==> config.mk <==
export PLATFORM = sky130hd
export DESIGN_NAME = fdcc_top
export DESIGN_NICKNAME = d
export VERILOG_FILES = /design/src/verilog/fdcc_pkg.sv /design/src/verilog/fdcc_top.sv
export SDC_FILE = /design/constraint.sdc
export NUM_CORES = 1
export LEC_CHECK = 0
export BUFFER_PORTS_ARGS = -buffer_cell sky130_fd_sc_hd__buf_4
export CORE_MARGIN = 8
export CORE_UTILIZATION = 30
export CTS_CLUSTER_DIAMETER = 50
export DETAILED_ROUTE_END_ITERATION = 8
export GPL_TIMING_DRIVEN = 0
export PLACE_DENSITY = 0.58
export SLEW_MARGIN = 20
export SYNTH_ARGS = -nofsm -noshare
export SYNTH_HDL_FRONTEND = slang
export SYNTH_SLANG_ARGS = --single-unit
export TNS_END_PERCENT = 50
==> constraint.sdc <==
create_clock -name CLK_SYS_I -period 2.85 [get_ports CLK_SYS_I]
set_input_delay 0 -clock CLK_SYS_I [delete_from_list [all_inputs] [get_ports CLK_SYS_I]]
set_output_delay 0 -clock CLK_SYS_I [all_outputs]
set_load 0.1 [all_outputs]
==> src/verilog/fdcc_pkg.sv <==
/*
 package for the configure / register-dump command slice of a floppy
 controller: register offsets, field positions, reset values, opcodes,
 timing figures and the carrier structs. assumes nothing of its users.
*/
package fdcc_pkg;

   // host register port
   localparam int ADDR_W = 4;
   localparam int DATA_W = 8;
   localparam logic [3:0] OFS_DATA    = 4'h0;
   localparam logic [3:0] OFS_STATUS  = 4'h1;
   localparam logic [3:0] OFS_CTRL    = 4'h2;
   localparam logic [3:0] OFS_INT_ST  = 4'h3;
   localparam logic [3:0] OFS_INT_CLR = 4'h4;
   localparam logic [3:0] OFS_INT_EN  = 4'h5;

   // main status bits
   localparam int ST_READY_BIT = 7;
   localparam int ST_DIR_BIT   = 6;
   localparam int ST_BUSY_BIT  = 4;
   // control bits
   localparam int CTRL_SRST_BIT = 0;
   // interrupt bits
   localparam int INT_W         = 3;
   localparam int INT_RESET_BIT = 0;
   localparam int INT_INVAL_BIT = 1;
   localparam int INT_DONE_BIT  = 2;

   // opcodes and answers
   localparam logic [7:0] OPC_CONFIGURE     = 8'h13;
   localparam logic [7:0] OPC_REGISTER_DUMP = 8'h0E;
   localparam logic [7:0] INVALID_STATUS    = 8'h80;
   localparam logic [1:0] CFG_ARG_COUNT     = 2'h3;
   localparam logic [3:0] DUMP_LEN          = 4'hA;

   // third configure byte fields
   localparam int CFG_SEEK_BIT = 6;
   localparam int CFG_BUF_BIT  = 5;
   localparam int CFG_POLL_BIT = 4;
   localparam int CFG_THR_LSB  = 0;
   localparam int CFG_THR_W    = 4;

   // defaults
   localparam logic       RST_SEEK_EN  = 1'b0;
   localparam logic       RST_BUF_DIS  = 1'b1;
   localparam logic       RST_POLL_DIS = 1'b0;
   localparam logic [3:0] RST_THR_LVL  = 4'h0;
   localparam logic [7:0] RST_PRECOMP  = 8'h00;

   // polling window after reset
   localparam longint CLK_HZ       = 200000000;
   localparam longint POLL_WIN_MS  = 500;
   localparam int     POLL_CYCLES  =
      int'((POLL_WIN_MS * CLK_HZ) / 1000);
   localparam int     TMR_W        = 27;

   typedef struct packed {
      logic       implied_seek_enable;
      logic       buffer_disable;
      logic       polling_disable;
      logic [3:0] buffer_threshold;
      logic [7:0] precomp_start_track;
   } fdcc_cfg_type;

   // parameters owned by other command blocks, shown by the dump
   typedef struct packed {
      logic [3:0][7:0] present_track_value;
      logic [3:0]      step_rate_time;
      logic [3:0]      delay_after_processing;
      logic [6:0]      delay_before_processing;
      logic            dma_mode;
      logic [7:0]      end_of_track_sector;
      logic [3:0]      per_drive_config;
      logic [1:0]      group_drive_config;
   } fdcc_dump_type;

   typedef struct packed {
      logic [ADDR_W-1:0] addr;
      logic [DATA_W-1:0] wdata;
      logic              wr;
      logic              rd;
   } fdcc_bus_type;

endpackage

==> src/verilog/fdcc_top.sv <==
/*
 configure and register-dump command interpreter of a floppy controller,
 with hardware reset and lock-aware software reset of the configure parameters,
 polling reset interrupt and a small interrupt status/enable block.
 assumes: one 200 MHz clock; the dump inputs and lock bit come from
 other command blocks on the same clock; the host uses the plain
 register port, never both strobes at once.
*/
// The register addresses and the strobed register port were chosen for this implementation.
`timescale 1ns/100ps
// Summary of operation
// configure is opcode, zero byte, mode byte, precomp track; no result
// hardware reset returns all configure parameters to defaults
// threshold 00h-0Fh; soft reset zeroes it unless lock is set
// host should pick larger threshold when slow, smaller when fast
// polling-disable 0 enables polling; soft reset always clears it
// with polling enabled an interrupt is raised after reset
// polling disabled within 500 ms of reset suppresses reset interrupt
// buffer-disable defaults 1; soft reset sets it unless lock set
// implied-seek enable forces implied seeks; mode bit can also enable
// implied seeks enabled mean seek before read/write/scan/verify
// precomp start track 00h-FFh; soft reset zeroes it unless locked
// register dump takes only opcode and returns exactly ten bytes
// dump bytes one to four are present track of drives 0 to 3
// then step/delay, delay/dma, sectors, lock/config, mode byte, precomp
// dumped parameters default on resets, locked ones spared by soft
// lock bit decides whether soft reset keeps lockable parameters
// an undefined opcode goes straight to result with status 80h
// lock 0 soft reset defaults lockable bits; lock 1 leaves them
// bytes pass one at a time; next result only after a read
module fdcc_top
   import fdcc_pkg::*;
#(
   parameter int POLL_WINDOW_CYCLES = POLL_CYCLES
)(
   input  wire logic                CLK_SYS_I,
   input  wire logic                RST_N_I,
   input  wire logic [ADDR_W-1:0]   ADDR_I,
   input  wire logic [DATA_W-1:0]   WDATA_I,
   input  wire logic                WR_I,
   input  wire logic                RD_I,
   output logic      [DATA_W-1:0]   RDATA_O,
   input  wire logic                LOCK_I,
   input  wire logic                MODE_IMPLIED_SEEK_I,
   input  wire fdcc_dump_type       DUMP_I,
   output logic                     IMPLIED_SEEK_O,
   output logic                     BUFFER_ENABLE_O,
   output logic [CFG_THR_W-1:0]     BUFFER_THRESHOLD_O,
   output logic                     POLLING_ENABLE_O,
   output logic [7:0]               PRECOMP_START_TRACK_O,
   output logic                     IRQ_O
);

   typedef enum logic [2:0] {
      S_IDLE   = 3'b001,
      S_CFG    = 3'b010,
      S_RESULT = 3'b100
   } fdcc_state_type;

   fdcc_bus_type   bus;
   fdcc_state_type state_r;
   fdcc_cfg_type   cfg_r;
   logic [1:0]     arg_cnt_r;
   logic [3:0]     res_idx_r;
   logic [3:0]     res_len_r;
   logic           res_inval_r;
   logic [INT_W-1:0] int_st_r;
   logic [INT_W-1:0] int_en_r;
   logic [INT_W-1:0] int_set;
   logic [INT_W-1:0] int_clr;
   logic [TMR_W-1:0] tmr_r;
   logic           tmr_run_r;
   logic           srst;
   logic           data_wr;
   logic           data_rd;
   logic [7:0]     res_byte;

   assign bus.addr  = ADDR_I;
   assign bus.wdata = WDATA_I;
   assign bus.wr    = WR_I;
   assign bus.rd    = RD_I;

   assign srst    = bus.wr && bus.addr == OFS_CTRL
                    && bus.wdata[CTRL_SRST_BIT];
   assign data_wr = bus.wr && bus.addr == OFS_DATA;
   assign data_rd = bus.rd && bus.addr == OFS_DATA;

   // one dump byte by index; used by the data read path
   function automatic logic [7:0] dump_byte(
      input logic [3:0]    idx,
      input fdcc_cfg_type  c,
      input fdcc_dump_type d,
      input logic          lk
   );
      logic [7:0] b;
      b = 8'h00;
      case (idx)
         4'h0, 4'h1, 4'h2, 4'h3:
            b = d.present_track_value[idx[1:0]];
         4'h4: b = {d.step_rate_time, d.delay_after_processing};
         4'h5: b = {d.delay_before_processing, d.dma_mode};
         4'h6: b = d.end_of_track_sector;
         4'h7: b = {lk, 1'b0, d.per_drive_config,
                    d.group_drive_config};
         4'h8: b = {1'b0, c.implied_seek_enable, c.buffer_disable,
                    c.polling_disable, c.buffer_threshold};
         4'h9: b = c.precomp_start_track;
         default: b = 8'h00;
      endcase
      return b;
   endfunction

   assign res_byte = res_inval_r ? INVALID_STATUS
                   : dump_byte(res_idx_r, cfg_r, DUMP_I, LOCK_I);

   // command sequencer
   always_ff @(posedge CLK_SYS_I) begin
      if (!RST_N_I || srst) begin
         state_r     <= S_IDLE;
         arg_cnt_r   <= 2'h0;
         res_idx_r   <= 4'h0;
         res_len_r   <= 4'h0;
         res_inval_r <= 1'b0;
      end else begin
         case (state_r)
            S_IDLE: begin
               if (data_wr) begin
                  res_idx_r <= 4'h0;
                  if (bus.wdata == OPC_CONFIGURE) begin
                     state_r   <= S_CFG;
                     arg_cnt_r <= 2'h0;
                  end else if (bus.wdata == OPC_REGISTER_DUMP) begin
                     state_r     <= S_RESULT;
                     res_len_r   <= DUMP_LEN;
                     res_inval_r <= 1'b0;
                  end else begin
                     state_r     <= S_RESULT;
                     res_len_r   <= 4'h1;
                     res_inval_r <= 1'b1;
                  end
               end
            end
            S_CFG: begin
               if (data_wr) begin
                  arg_cnt_r <= arg_cnt_r + 2'h1;
                  if (arg_cnt_r == CFG_ARG_COUNT - 2'h1) begin
                     state_r <= S_IDLE;
                  end
               end
            end
            S_RESULT: begin
               // writes here are ignored; the result must drain first
               if (data_rd) begin
                  res_idx_r <= res_idx_r + 4'h1;
                  if (res_idx_r == res_len_r - 4'h1) begin
                     state_r <= S_IDLE;
                  end
               end
            end
            default: state_r <= S_IDLE;
         endcase
      end
   end

   // configure parameters with lock-aware reset
   always_ff @(posedge CLK_SYS_I) begin
      if (!RST_N_I) begin
         cfg_r.implied_seek_enable <= RST_SEEK_EN;
         cfg_r.buffer_disable      <= RST_BUF_DIS;
         cfg_r.polling_disable     <= RST_POLL_DIS;
         cfg_r.buffer_threshold    <= RST_THR_LVL;
         cfg_r.precomp_start_track <= RST_PRECOMP;
      end else if (srst) begin
         cfg_r.implied_seek_enable <= RST_SEEK_EN;
         cfg_r.polling_disable     <= RST_POLL_DIS;
         if (!LOCK_I) begin
            cfg_r.buffer_threshold    <= RST_THR_LVL;
            cfg_r.buffer_disable      <= RST_BUF_DIS;
            cfg_r.precomp_start_track <= RST_PRECOMP;
         end
      end else if (state_r == S_CFG && data_wr) begin
         // second byte is required zero and carries nothing
         if (arg_cnt_r == 2'h1) begin
            cfg_r.implied_seek_enable <= bus.wdata[CFG_SEEK_BIT];
            cfg_r.buffer_disable      <= bus.wdata[CFG_BUF_BIT];
            cfg_r.polling_disable     <= bus.wdata[CFG_POLL_BIT];
            cfg_r.buffer_threshold    <=
               bus.wdata[CFG_THR_LSB +: CFG_THR_W];
         end else if (arg_cnt_r == 2'h2) begin
            cfg_r.precomp_start_track <= bus.wdata;
         end
      end
   end

   // polling window timer; restarted by either reset
   always_ff @(posedge CLK_SYS_I) begin
      if (!RST_N_I || srst) begin
         tmr_r     <= TMR_W'(POLL_WINDOW_CYCLES - 1);
         tmr_run_r <= 1'b1;
      end else if (tmr_run_r) begin
         if (cfg_r.polling_disable) begin
            tmr_run_r <= 1'b0;
         end else if (tmr_r == '0) begin
            tmr_run_r <= 1'b0;
         end else begin
            tmr_r <= tmr_r - TMR_W'(1);
         end
      end
   end

   always_comb begin
      int_set = '0;
      int_set[INT_RESET_BIT] = tmr_run_r && tmr_r == '0
                               && !cfg_r.polling_disable;
      int_set[INT_INVAL_BIT] = state_r == S_IDLE && data_wr
                               && bus.wdata != OPC_CONFIGURE
                               && bus.wdata != OPC_REGISTER_DUMP;
      int_set[INT_DONE_BIT]  = state_r == S_CFG && data_wr
                               && arg_cnt_r == CFG_ARG_COUNT - 2'h1;
   end

   assign int_clr = (bus.wr && bus.addr == OFS_INT_CLR)
                    ? bus.wdata[INT_W-1:0] : '0;

   // set wins over a clear in the same cycle
   always_ff @(posedge CLK_SYS_I) begin
      if (!RST_N_I) begin
         int_st_r <= '0;
      end else begin
         int_st_r <= (int_st_r & ~int_clr) | int_set;
      end
   end

   always_ff @(posedge CLK_SYS_I) begin
      if (!RST_N_I) begin
         int_en_r <= '0;
      end else if (bus.wr && bus.addr == OFS_INT_EN) begin
         int_en_r <= bus.wdata[INT_W-1:0];
      end
   end

   // read data, valid in the cycle after the read strobe only
   always_ff @(posedge CLK_SYS_I) begin
      if (!RST_N_I) begin
         RDATA_O <= 8'h00;
      end else if (bus.rd) begin
         case (bus.addr)
            OFS_DATA:
               RDATA_O <= (state_r == S_RESULT) ? res_byte : 8'h00;
            OFS_STATUS: begin
               RDATA_O <= 8'h00;
               RDATA_O[ST_READY_BIT] <= 1'b1;
               RDATA_O[ST_DIR_BIT]   <= state_r == S_RESULT;
               RDATA_O[ST_BUSY_BIT]  <= state_r != S_IDLE;
            end
            OFS_INT_ST: RDATA_O <= {5'h00, int_st_r};
            OFS_INT_EN: RDATA_O <= {5'h00, int_en_r};
            default:    RDATA_O <= 8'h00;
         endcase
      end else begin
         RDATA_O <= 8'h00;
      end
   end

   // registered control outputs
   always_ff @(posedge CLK_SYS_I) begin
      if (!RST_N_I) begin
         IMPLIED_SEEK_O        <= 1'b0;
         BUFFER_ENABLE_O       <= 1'b0;
         BUFFER_THRESHOLD_O    <= RST_THR_LVL;
         POLLING_ENABLE_O      <= 1'b1;
         PRECOMP_START_TRACK_O <= RST_PRECOMP;
         IRQ_O                 <= 1'b0;
      end else begin
         IMPLIED_SEEK_O  <= cfg_r.implied_seek_enable
                            | MODE_IMPLIED_SEEK_I;
         BUFFER_ENABLE_O       <= !cfg_r.buffer_disable;
         BUFFER_THRESHOLD_O    <= cfg_r.buffer_threshold;
         POLLING_ENABLE_O      <= !cfg_r.polling_disable;
         PRECOMP_START_TRACK_O <= cfg_r.precomp_start_track;
         IRQ_O                 <= |(int_st_r & int_en_r);
      end
   end

endmodule // fdcc_top

==> run metrics, run 1 <==
switch share=22.4%; Die Y=134 µm; IO Port Bufs=103; worst-skew pair later-pin latency=340 ps; number of synthesized flops with an enable pin=0; post-synthesis sequential area ratio=40.4%; # Post-CTS Setup Buffers=0; Final #Nets=676; first-pass GRT wire length=21000 µm; gp weighted congestion=0.907; synthesized instance count=462; Initial DRC Count=413; CTS buffer count=9; Primary FF master, synth=dfxtp_1; number of global-route vias before repair=3955; Synth Register Bits=84; top post-synthesis cells by area=dfxtp_1, mux4_2, nand2_1; hold path cells=3; critical-path cell list=or3b_2, or3_1, nor3b_1, clkbuf_1, nand3_1, o21ai_0; CP arrival=2990 ps; combinational fraction of design power=8.4%; post-detailed-placement half-perimeter wirelength=10200 µm; CP endpoint kind=register; Clock Skews=7.00 ps; area of the mapped netlist=4160 µm²; die width=134 µm; Hold/Removal Path Class=in -> reg; Switch Pwr=589 µW; share of flip-flops with an asynchronous set or reset=0%; area delta synth->final=34.7%; Clock transition at path regs=60 ps; Routed WL per cell=17.0 µm; Post-DP Area=5170 µm²; Final setup viols=0; Yosys top cell area share=40.4%; ANT nets after route=0; initial antenna violation count=0; Final Cycle Share=95.3%; clk root buf=clkbuf_16; Boundary Pins=104; area of the die=17900 µm²; Reg area=1680 µm²; Slew @ Worst Pin=900 ps; grt total ovfl=0; routed via count=4043; number of fill cells=1372; gr usage total=14.5%; vias per cell=5.24; largest net degree at the start of global routing=16; diode count=0; CP max FO=10; design area=5610 µm²; Core Footprint=13700 µm²; Reg2Reg Depth=6; CTS tree=done; Worst Path Class, Setup=reg -> reg; most frequent cells in the layout=buf_4, dfxtp_1, nand2_1; biggest area consumer among synthesized cells=dfxtp_1; Syn Area/Cell=9.01 µm²; leading cell type in the layout, fill and taps excluded=buf_4; CP max stage cell=nor3b_1; Clk pwr share=46.5%; maximum clock insertion buffer count=2; Synth cell types=58; min cycle time layout=2720 ps; maximum clock rate=0.368 GHz; final slew viol count=0; detailed-router iteration count before antenna repair=7; Cell Rows=43; H-tree Lvls=3; status=finished clean; Final Hold Vio Count=0; total wire length=13200 µm; Initial Utilization=30.3%; setup TNS=0 ps; DRC viols=0; unrepaired setup endpoints after global routing=false; Sink Count=84; Req. time, crit path=3120 ps; maximum VDD drop=303 µV; warning count from the yosys run=0; internal power=2040 µW; leakage=0.00208 µW; multi-input logic area=2370 µm²; pwr dens=469 nW/µm²; share of layout cells above drive strength 1=24.7%; Seq pwr share=45.2%; max-cap violation count=0; Critical Path Max Stage Delay=770 ps; Slew headroom=39.9%; Setup crit start kind=register; Mapped Nets=551
cells in the mapped netlist (all sizes together), types with 4 or more instances:
cell    count
a21boi      6
a21oi      16
a222oi      6
a22o       10
a22oi       7
and2       15
buf         6
clkbuf     17
dfxtp      84
ha          9
inv         8
mux2i       4
mux4        8
nand2      44
nand2b      9
nand3      29
nand4       7
nor2       22
nor2b      14
nor3       10
nor3b       6
nor4        4
o211ai      7
o21a        4
o21ai      23
o22ai       8
o31ai       4
or3        12
or4        15
xnor2       5
xor2        7
worst max-delay path, delay by kind of cell (launching register included):
kind	cells	cell delay [ps]
buffers and inverters	1	370
flip-flops	1	360
AO/OA/AOI/OAI	1	90
AND/OR/NAND/NOR	4	1820
power by group through the flow:
stage / registers, µW / clock network [µW] / logic [µW]
floorplan: 1220 / 0 / 73.8
global placement: 1210 / 0 / 203
detailed placement: 1210 / 0 / 209
CTS: 1190 / 1250 / 221
global route: 1190 / 1300 / 237
finish: 1190 / 1220 / 220
flip-flops by register name, summed over array words and instances, names as in the netlist, 3 cells and up:
register / count
state_r: 3
BUFFER_THRESHOLD_O: 4
RDATA_O: 8
int_en_r: 3
int_st_r: 3
cfg_r: 15
res_idx_r: 4
tmr_r: 27
PRECOMP_START_TRACK_O: 8
logic make-up after synthesis:
| family | after synthesis | synth area share (%) |
|---|---|---|
| buf+inv | 31 | 3.04 |
| flops | 84 | 40.4 |
| simple gates | 200 | 26.3 |
| compound gates | 114 | 19.7 |
| xor+xnor | 12 | 2.52 |
| mux | 12 | 5.29 |
| fa+ha+maj | 9 | 2.71 |
what timing repair did:
action	4_1_cts	5_1_grt
resized for setup	1	3
setup endpoints to repair	3	3
hold buffers	10	0
endpoints found under the hold margin	19	0
per-stage QoR:
step / util, % / setup slack, ps / hold WS (ps) / std cells / power (µW)
6_report: 40.9 / 135 / 9.87 / 772 / 2630
5_1_grt: 40.9 / 14.9 / 35.0 / 772 / 2730
4_1_cts: 40.8 / 71.1 / 9.93 / 772 / 2660
3_5_place_dp: 37.7 / -237 / 206 / 746 / 1420
3_3_place_gp: 37.6 / -175 / 203 / 745 / 1420
2_1_floorplan: - / 309 / 110 / 462 / 1290
per-layer routing:
metal	vias up	track usage [%]	wire length, µm
met2	142	24.0	6150
met1	1899	17.7	5720
met3	14	4.30	1110
met4	0	4.74	177
li1	1988	-	-
met5	-	0	0
path summary, 6_finish.rpt:
path	slack, ps	startpoint	to
max	130	state_r[1]	cfg_r[6]
max reg2reg	130	state_r[1]	cfg_r[6]
min reg2reg	440	cfg_r[12]	POLLING_ENABLE_O
min	10	RST_N_I	cfg_r[12]
cell type report:
class | instances | share of cell area (%)
clock inverter | 5 | 1.21
sequential | 84 | 30.0
buffer | 23 | 1.81
timing repair buffer | 114 | 15.7
multi-input combinational | 347 | 42.2
inverter | 8 | 0.536
tap | 180 | 4.02
clock buffer | 11 | 4.51
Power figures use the tool's default switching activity.
==> inputs of run 2 (changes only) <==
--- a/config.mk
+++ b/config.mk
@@ -11,6 +11,7 @@
 export CTS_CLUSTER_DIAMETER = 50
 export DETAILED_ROUTE_END_ITERATION = 8
 export GPL_TIMING_DRIVEN = 0
+export MAX_ROUTING_LAYER = met4
 export PLACE_DENSITY = 0.58
 export SLEW_MARGIN = 20
 export SYNTH_ARGS = -nofsm -noshare
==> constraint.sdc (replaced) <==
create_clock -name CLK_SYS_I -period 2.6 [get_ports CLK_SYS_I]
set_input_delay 0 -clock CLK_SYS_I [delete_from_list [all_inputs] [get_ports CLK_SYS_I]]
set_output_delay 0 -clock CLK_SYS_I [all_outputs]
set_load 0.1 [all_outputs]
==> run 2 against run 1 <==
- register-to-register slack lost 40 ps
- global-route usage increased by 0.50 points
- cell area rose by 1.3%
- first-iteration DRC count is 20% lower
- non-clock buffer count rose by 5
- die area unchanged
- critical endpoint is now tmr_r[24]
==> run metrics, run 2 (synthesis results as in run 1) <==
clk root buf=clkbuf_16; pwr dens=508 nW/µm²; CP bufs+invs=2; Critical Path Max Stage Delay=510 ps; largest net degree at the start of global routing=16; Req. time, crit path=2870 ps; Die Y=134 µm; area of the die=17900 µm²; detailed-router iteration count before antenna repair=5; Reg area=1680 µm²; status=finished clean; Final setup viols=0; Clock transition at path regs=70 ps; leakage=0.00211 µW; Slew headroom=49.4%; Core Footprint=13700 µm²; CP max stage cell=or4_1; number of global-route vias before repair=3975; Worst path top cell family by delay=simple AND/OR/NAND/NOR gates; area delta synth->final=36.5%; routed via count=4059; grt total ovfl=0; gp weighted congestion=0.923; IO Port Bufs=103; Worst Path Class, Setup=reg -> reg; post-detailed-placement half-perimeter wirelength=10200 µm; total wire length=13200 µm; share of layout cells above drive strength 1=25.8%; worst-skew pair later-pin latency=340 ps; critical-path cell list=or4_1, buf_2, or4b_1, buf_6, nand2b_4, or4_1, nand3_1; Sink Count=84; Final #Nets=681; CP arrival=2780 ps; Cell Rows=43; Final Util=41.4%; gr usage total=15.0%; min cycle time layout=2510 ps; R2R Setup Slk=90 ps; CP max FO=10; biggest registers after layout=tmr_r x27, cfg_r x15; CTS buffer count=9; CP dominant cell by count=or4_1; ANT nets after route=0; multi-input logic area=2390 µm²; die width=134 µm; first-pass GRT wire length=21000 µm; Routed WL per cell=17.0 µm; initial antenna violation count=0; Reg with most FFs=tmr_r; max reg flops=27; leading cell type in the layout, fill and taps excluded=buf_4; Final Cycle Share=96.5%; Boundary Pins=104; CTS tree=done; max-cap violation count=0; Hold/Removal Path Class=in -> reg; number of fill cells=1367; maximum clock insertion buffer count=2; Final Non-Filler Cells=777; final slew viol count=0; vias per cell=5.22; maximum clock rate=0.399 GHz; DRC viols=0; Initial Utilization=30.3%; maximum VDD drop=328 µV; diode count=0; H-tree Lvls=3; Clock Skews=9.03 ps; Inst Count DP=746; unrepaired setup endpoints after global routing=true; Final Hold Vio Count=0; most frequent cells in the layout=buf_4, dfxtp_1, nand2_1; CP endpoint kind=register; Slew @ Worst Pin=758 ps; Setup crit start kind=register; Initial DRC Count=330
[run 2: changes by cell type in the layout (fill, tap and decap cells not counted), sizes merged]
cell / change
buf: +7
clkbuf: -2
[run 2: final cells by class]
| cell class | count | area share (%) |
|---|---|---|
| buffer | 23 | 1.96 |
| clock buffer | 11 | 4.45 |
| clock inverter | 5 | 1.19 |
| inverter | 8 | 0.529 |
| multi-input combinational | 347 | 42.1 |
| sequential | 84 | 29.6 |
| tap | 180 | 3.96 |
| timing repair buffer | 119 | 16.2 |
[run 2: final timing paths]
kind / cells after the start / startpoint / to
worst max-delay path: 7 / tmr_r[8] / tmr_r[24]
worst min-delay path: 3 / RST_N_I / cfg_r[12]
worst max register to register: 7 / tmr_r[8] / tmr_r[24]
worst min register to register: 1 / cfg_r[12] / POLLING_ENABLE_O
[run 2: what timing repair did]
item / in CTS / in global routing
endpoints found under the setup margin: 16 / 19
resized for setup: 5 / 8
hold buffers: 10 / 0
pin swaps: 0 / 2
hold endpoints to repair: 19 / 0
setup buffers: 0 / 5
[run 2: per-stage QoR]
stage / power, µW / setup WS (ps) / cell area, µm² / hold WS [ps] / TNS, ps
after detailed placement: 1560 / -487 / 5170 / 206 / -2460
after CTS: 2910 / 12.2 / 5610 / 9.93 / 0
after global placement: 1550 / -425 / 5160 / 203 / -2310
after floorplan: 1420 / 58.7 / 4160 / 110 / 0
after global routing: 2990 / -22.8 / 5680 / 31.6 / -32.9
final: 2880 / 92.2 / 5680 / 11.6 / 0
[run 2: tightest hold or removal path: cells and delay by family]
family | cells | cell delay (ps)
buf+inv | 1 | 130
compound gates | 2 | 170
[run 2: layer usage]
metal  GRT usage (%)  part of all wire (%)
met2            24.2                    47
met1            17.7                    44
met3            4.53                   8.1
met4            4.74                   1.2
met5               -                     0
[run 2: power breakdown]
group | internal, µW | leakage (µW) | switching (µW)
registers | 1290 | 0.000679 | 6.41
logic | 133 | 0.00127 | 111
clock network | 810 | 0.000158 | 529
==> inputs of run 3 (changes only) <==
--- a/config.mk
+++ b/config.mk
@@ -6,7 +6,6 @@
 export NUM_CORES = 1
 export LEC_CHECK = 0
 export BUFFER_PORTS_ARGS = -buffer_cell sky130_fd_sc_hd__buf_4
-export CORE_MARGIN = 8
 export CORE_UTILIZATION = 30
 export CTS_CLUSTER_DIAMETER = 50
 export DETAILED_ROUTE_END_ITERATION = 8
==> run 3 against run 2 <==
- flip-flop and latch count is the same
- register-to-register slack is essentially flat
- clock power is essentially flat
- setup slack lost 1.1 ps
- total power grew 0.68%
- first-iteration DRC count shrank 15%
- sequential power is essentially flat
- critical path type unchanged
- largest cell class unchanged
==> run metrics, run 3 (synthesis results as in run 1) <==
status=finished clean; gp weighted congestion=0.884; DRC viols=0; Final Non-Filler Cells=769; Critical Path Max Stage Delay=520 ps; Post-Place Worst Slack=-481 ps; maximum VDD drop=321 µV; min cycle time layout=2510 ps; gr usage total=18.6%; maximum clock insertion buffer count=2; post-detailed-placement half-perimeter wirelength=9500 µm; number of fill cells=1316; maximum clock rate=0.399 GHz; die width=120 µm; Worst path top cell family by delay=simple AND/OR/NAND/NOR gates; largest net degree at the start of global routing=16; leakage=0.00210 µW; Initial DRC Count=279; critical-path cell list=or4_1, buf_4, or4b_4, buf_6, nand2b_4, or4_1, nand3_1; most frequent cells in the layout=buf_4, dfxtp_1, nand2_1; detailed-router iteration count before antenna repair=5; Cell Rows=42; Clock transition at path regs=70 ps; Core Footprint=13400 µm²; IO Port Bufs=103; internal power=2230 µW; final worst setup slack=91.1 ps; Final #Nets=677; Routed WL per cell=16.7 µm; max reg flops=27; Critical path origin=tmr_r[8]; combinational fraction of design power=8.4%; CTS tree=done; Hold/Removal Path Class=in -> reg; Req. time, crit path=2890 ps; biggest registers after layout=tmr_r x27, cfg_r x15; CP dominant cell by count=or4_1; CP max FO=10; Slew @ Worst Pin=685 ps; Final Cycle Share=96.5%; CP bufs+invs=2; CP max stage cell=or4_1; setup TNS=0 ps; switch share=23.1%; Die Y=120 µm; Setup crit start kind=register; Reg with most FFs=tmr_r; Inst Count DP=742; CP arrival=2800 ps; pwr dens=513 nW/µm²; total wire length=12800 µm; Clock Skews=7.22 ps; worst reg2reg path startpoint=tmr_r[8]; diode count=0; ANT nets after route=0; number of global-route vias before repair=3897; area of the die=14400 µm²; Worst Path Class, Setup=reg -> reg; Hold WS=4.47 ps; area delta synth->final=36.0%; CP endpoint kind=register; hold path startpoint=ADDR_I[0]; final slew viol count=0; Final Hold Vio Count=0; routed via count=4116; first-pass GRT wire length=20000 µm; Final Power=2900 µW; Final setup viols=0; Sink Count=84; clk root buf=clkbuf_16; vias per cell=5.35; Slew headroom=54.3%; Clk pwr share=46.8%; leading cell type in the layout, fill and taps excluded=buf_4; initial antenna violation count=0; worst-skew pair later-pin latency=350 ps; CTS buffer count=9; max-cap violation count=0; Seq pwr share=44.8%; share of layout cells above drive strength 1=26.3%; H-tree Lvls=3; Initial Utilization=31.1%; Boundary Pins=104; grt total ovfl=0; Switch Pwr=671 µW
run 3: changes by cell type in the layout (fill, tap and decap cells not counted), sizes merged:
cell	previous run	this run
buf	115	112
clkbuf	28	27
run 3: repair_timing:
| action | in CTS | in global routing |
|---|---|---|
| endpoints found under the setup margin | 20 | 20 |
| pin swaps | 0 | 1 |
| endpoints found under the hold margin | 18 | 0 |
| setup buffers | 0 | 2 |
| resized for setup | 6 | 12 |
| hold buffers | 10 | 0 |
run 3: area by class of cell:
type	instances	area (µm²)	share of cell area (%)
multi-input combinational	347	2410	42.6
tap	176	220	3.89
sequential	84	1680	29.7
clock buffer	11	253	4.47
inverter	8	30.0	0.531
timing repair buffer	116	896	15.8
buffer	22	104	1.83
clock inverter	5	65.1	1.15
run 3: worst paths after layout:
path,end,slack [ps],cells past startpoint
min reg2reg,POLLING_ENABLE_O,430,1
max reg2reg,tmr_r[24],90,7
max,tmr_r[24],90,7
min,RDATA_O[7],4,3
run 3: power groups by stage:
stage          clock network [µW]  registers [µW]  logic [µW]
3_5_place_dp                    0            1330         230
6_report                     1360            1300         244
2_1_floorplan                   0            1340        80.9
3_3_place_gp                    0            1330         224
5_1_grt                      1450            1300         263
4_1_cts                      1390            1300         243
run 3: through the flow:
step	instance area [µm²]	util, %
after floorplan	4160	-
after global placement	5160	38.5
after detailed placement	5170	38.6
after CTS	5610	41.8
after global routing	5660	42.2
final	5660	42.2
run 3: layer usage:
| layer | vias up | share of wire, % | track usage, % |
|---|---|---|---|
| met2 | 172 | 47 | 30.3 |
| met5 | - | 0 | - |
| met4 | 0 | 2.8 | 8.28 |
| met3 | 34 | 6.8 | 3.33 |
| li1 | 1993 | - | - |
| met1 | 1917 | 44 | 22.5 |
run 3: tightest hold or removal path, stage by stage:
cell     delay [ps]
buf_4           130
nand2_1          90
o21ai_0          80
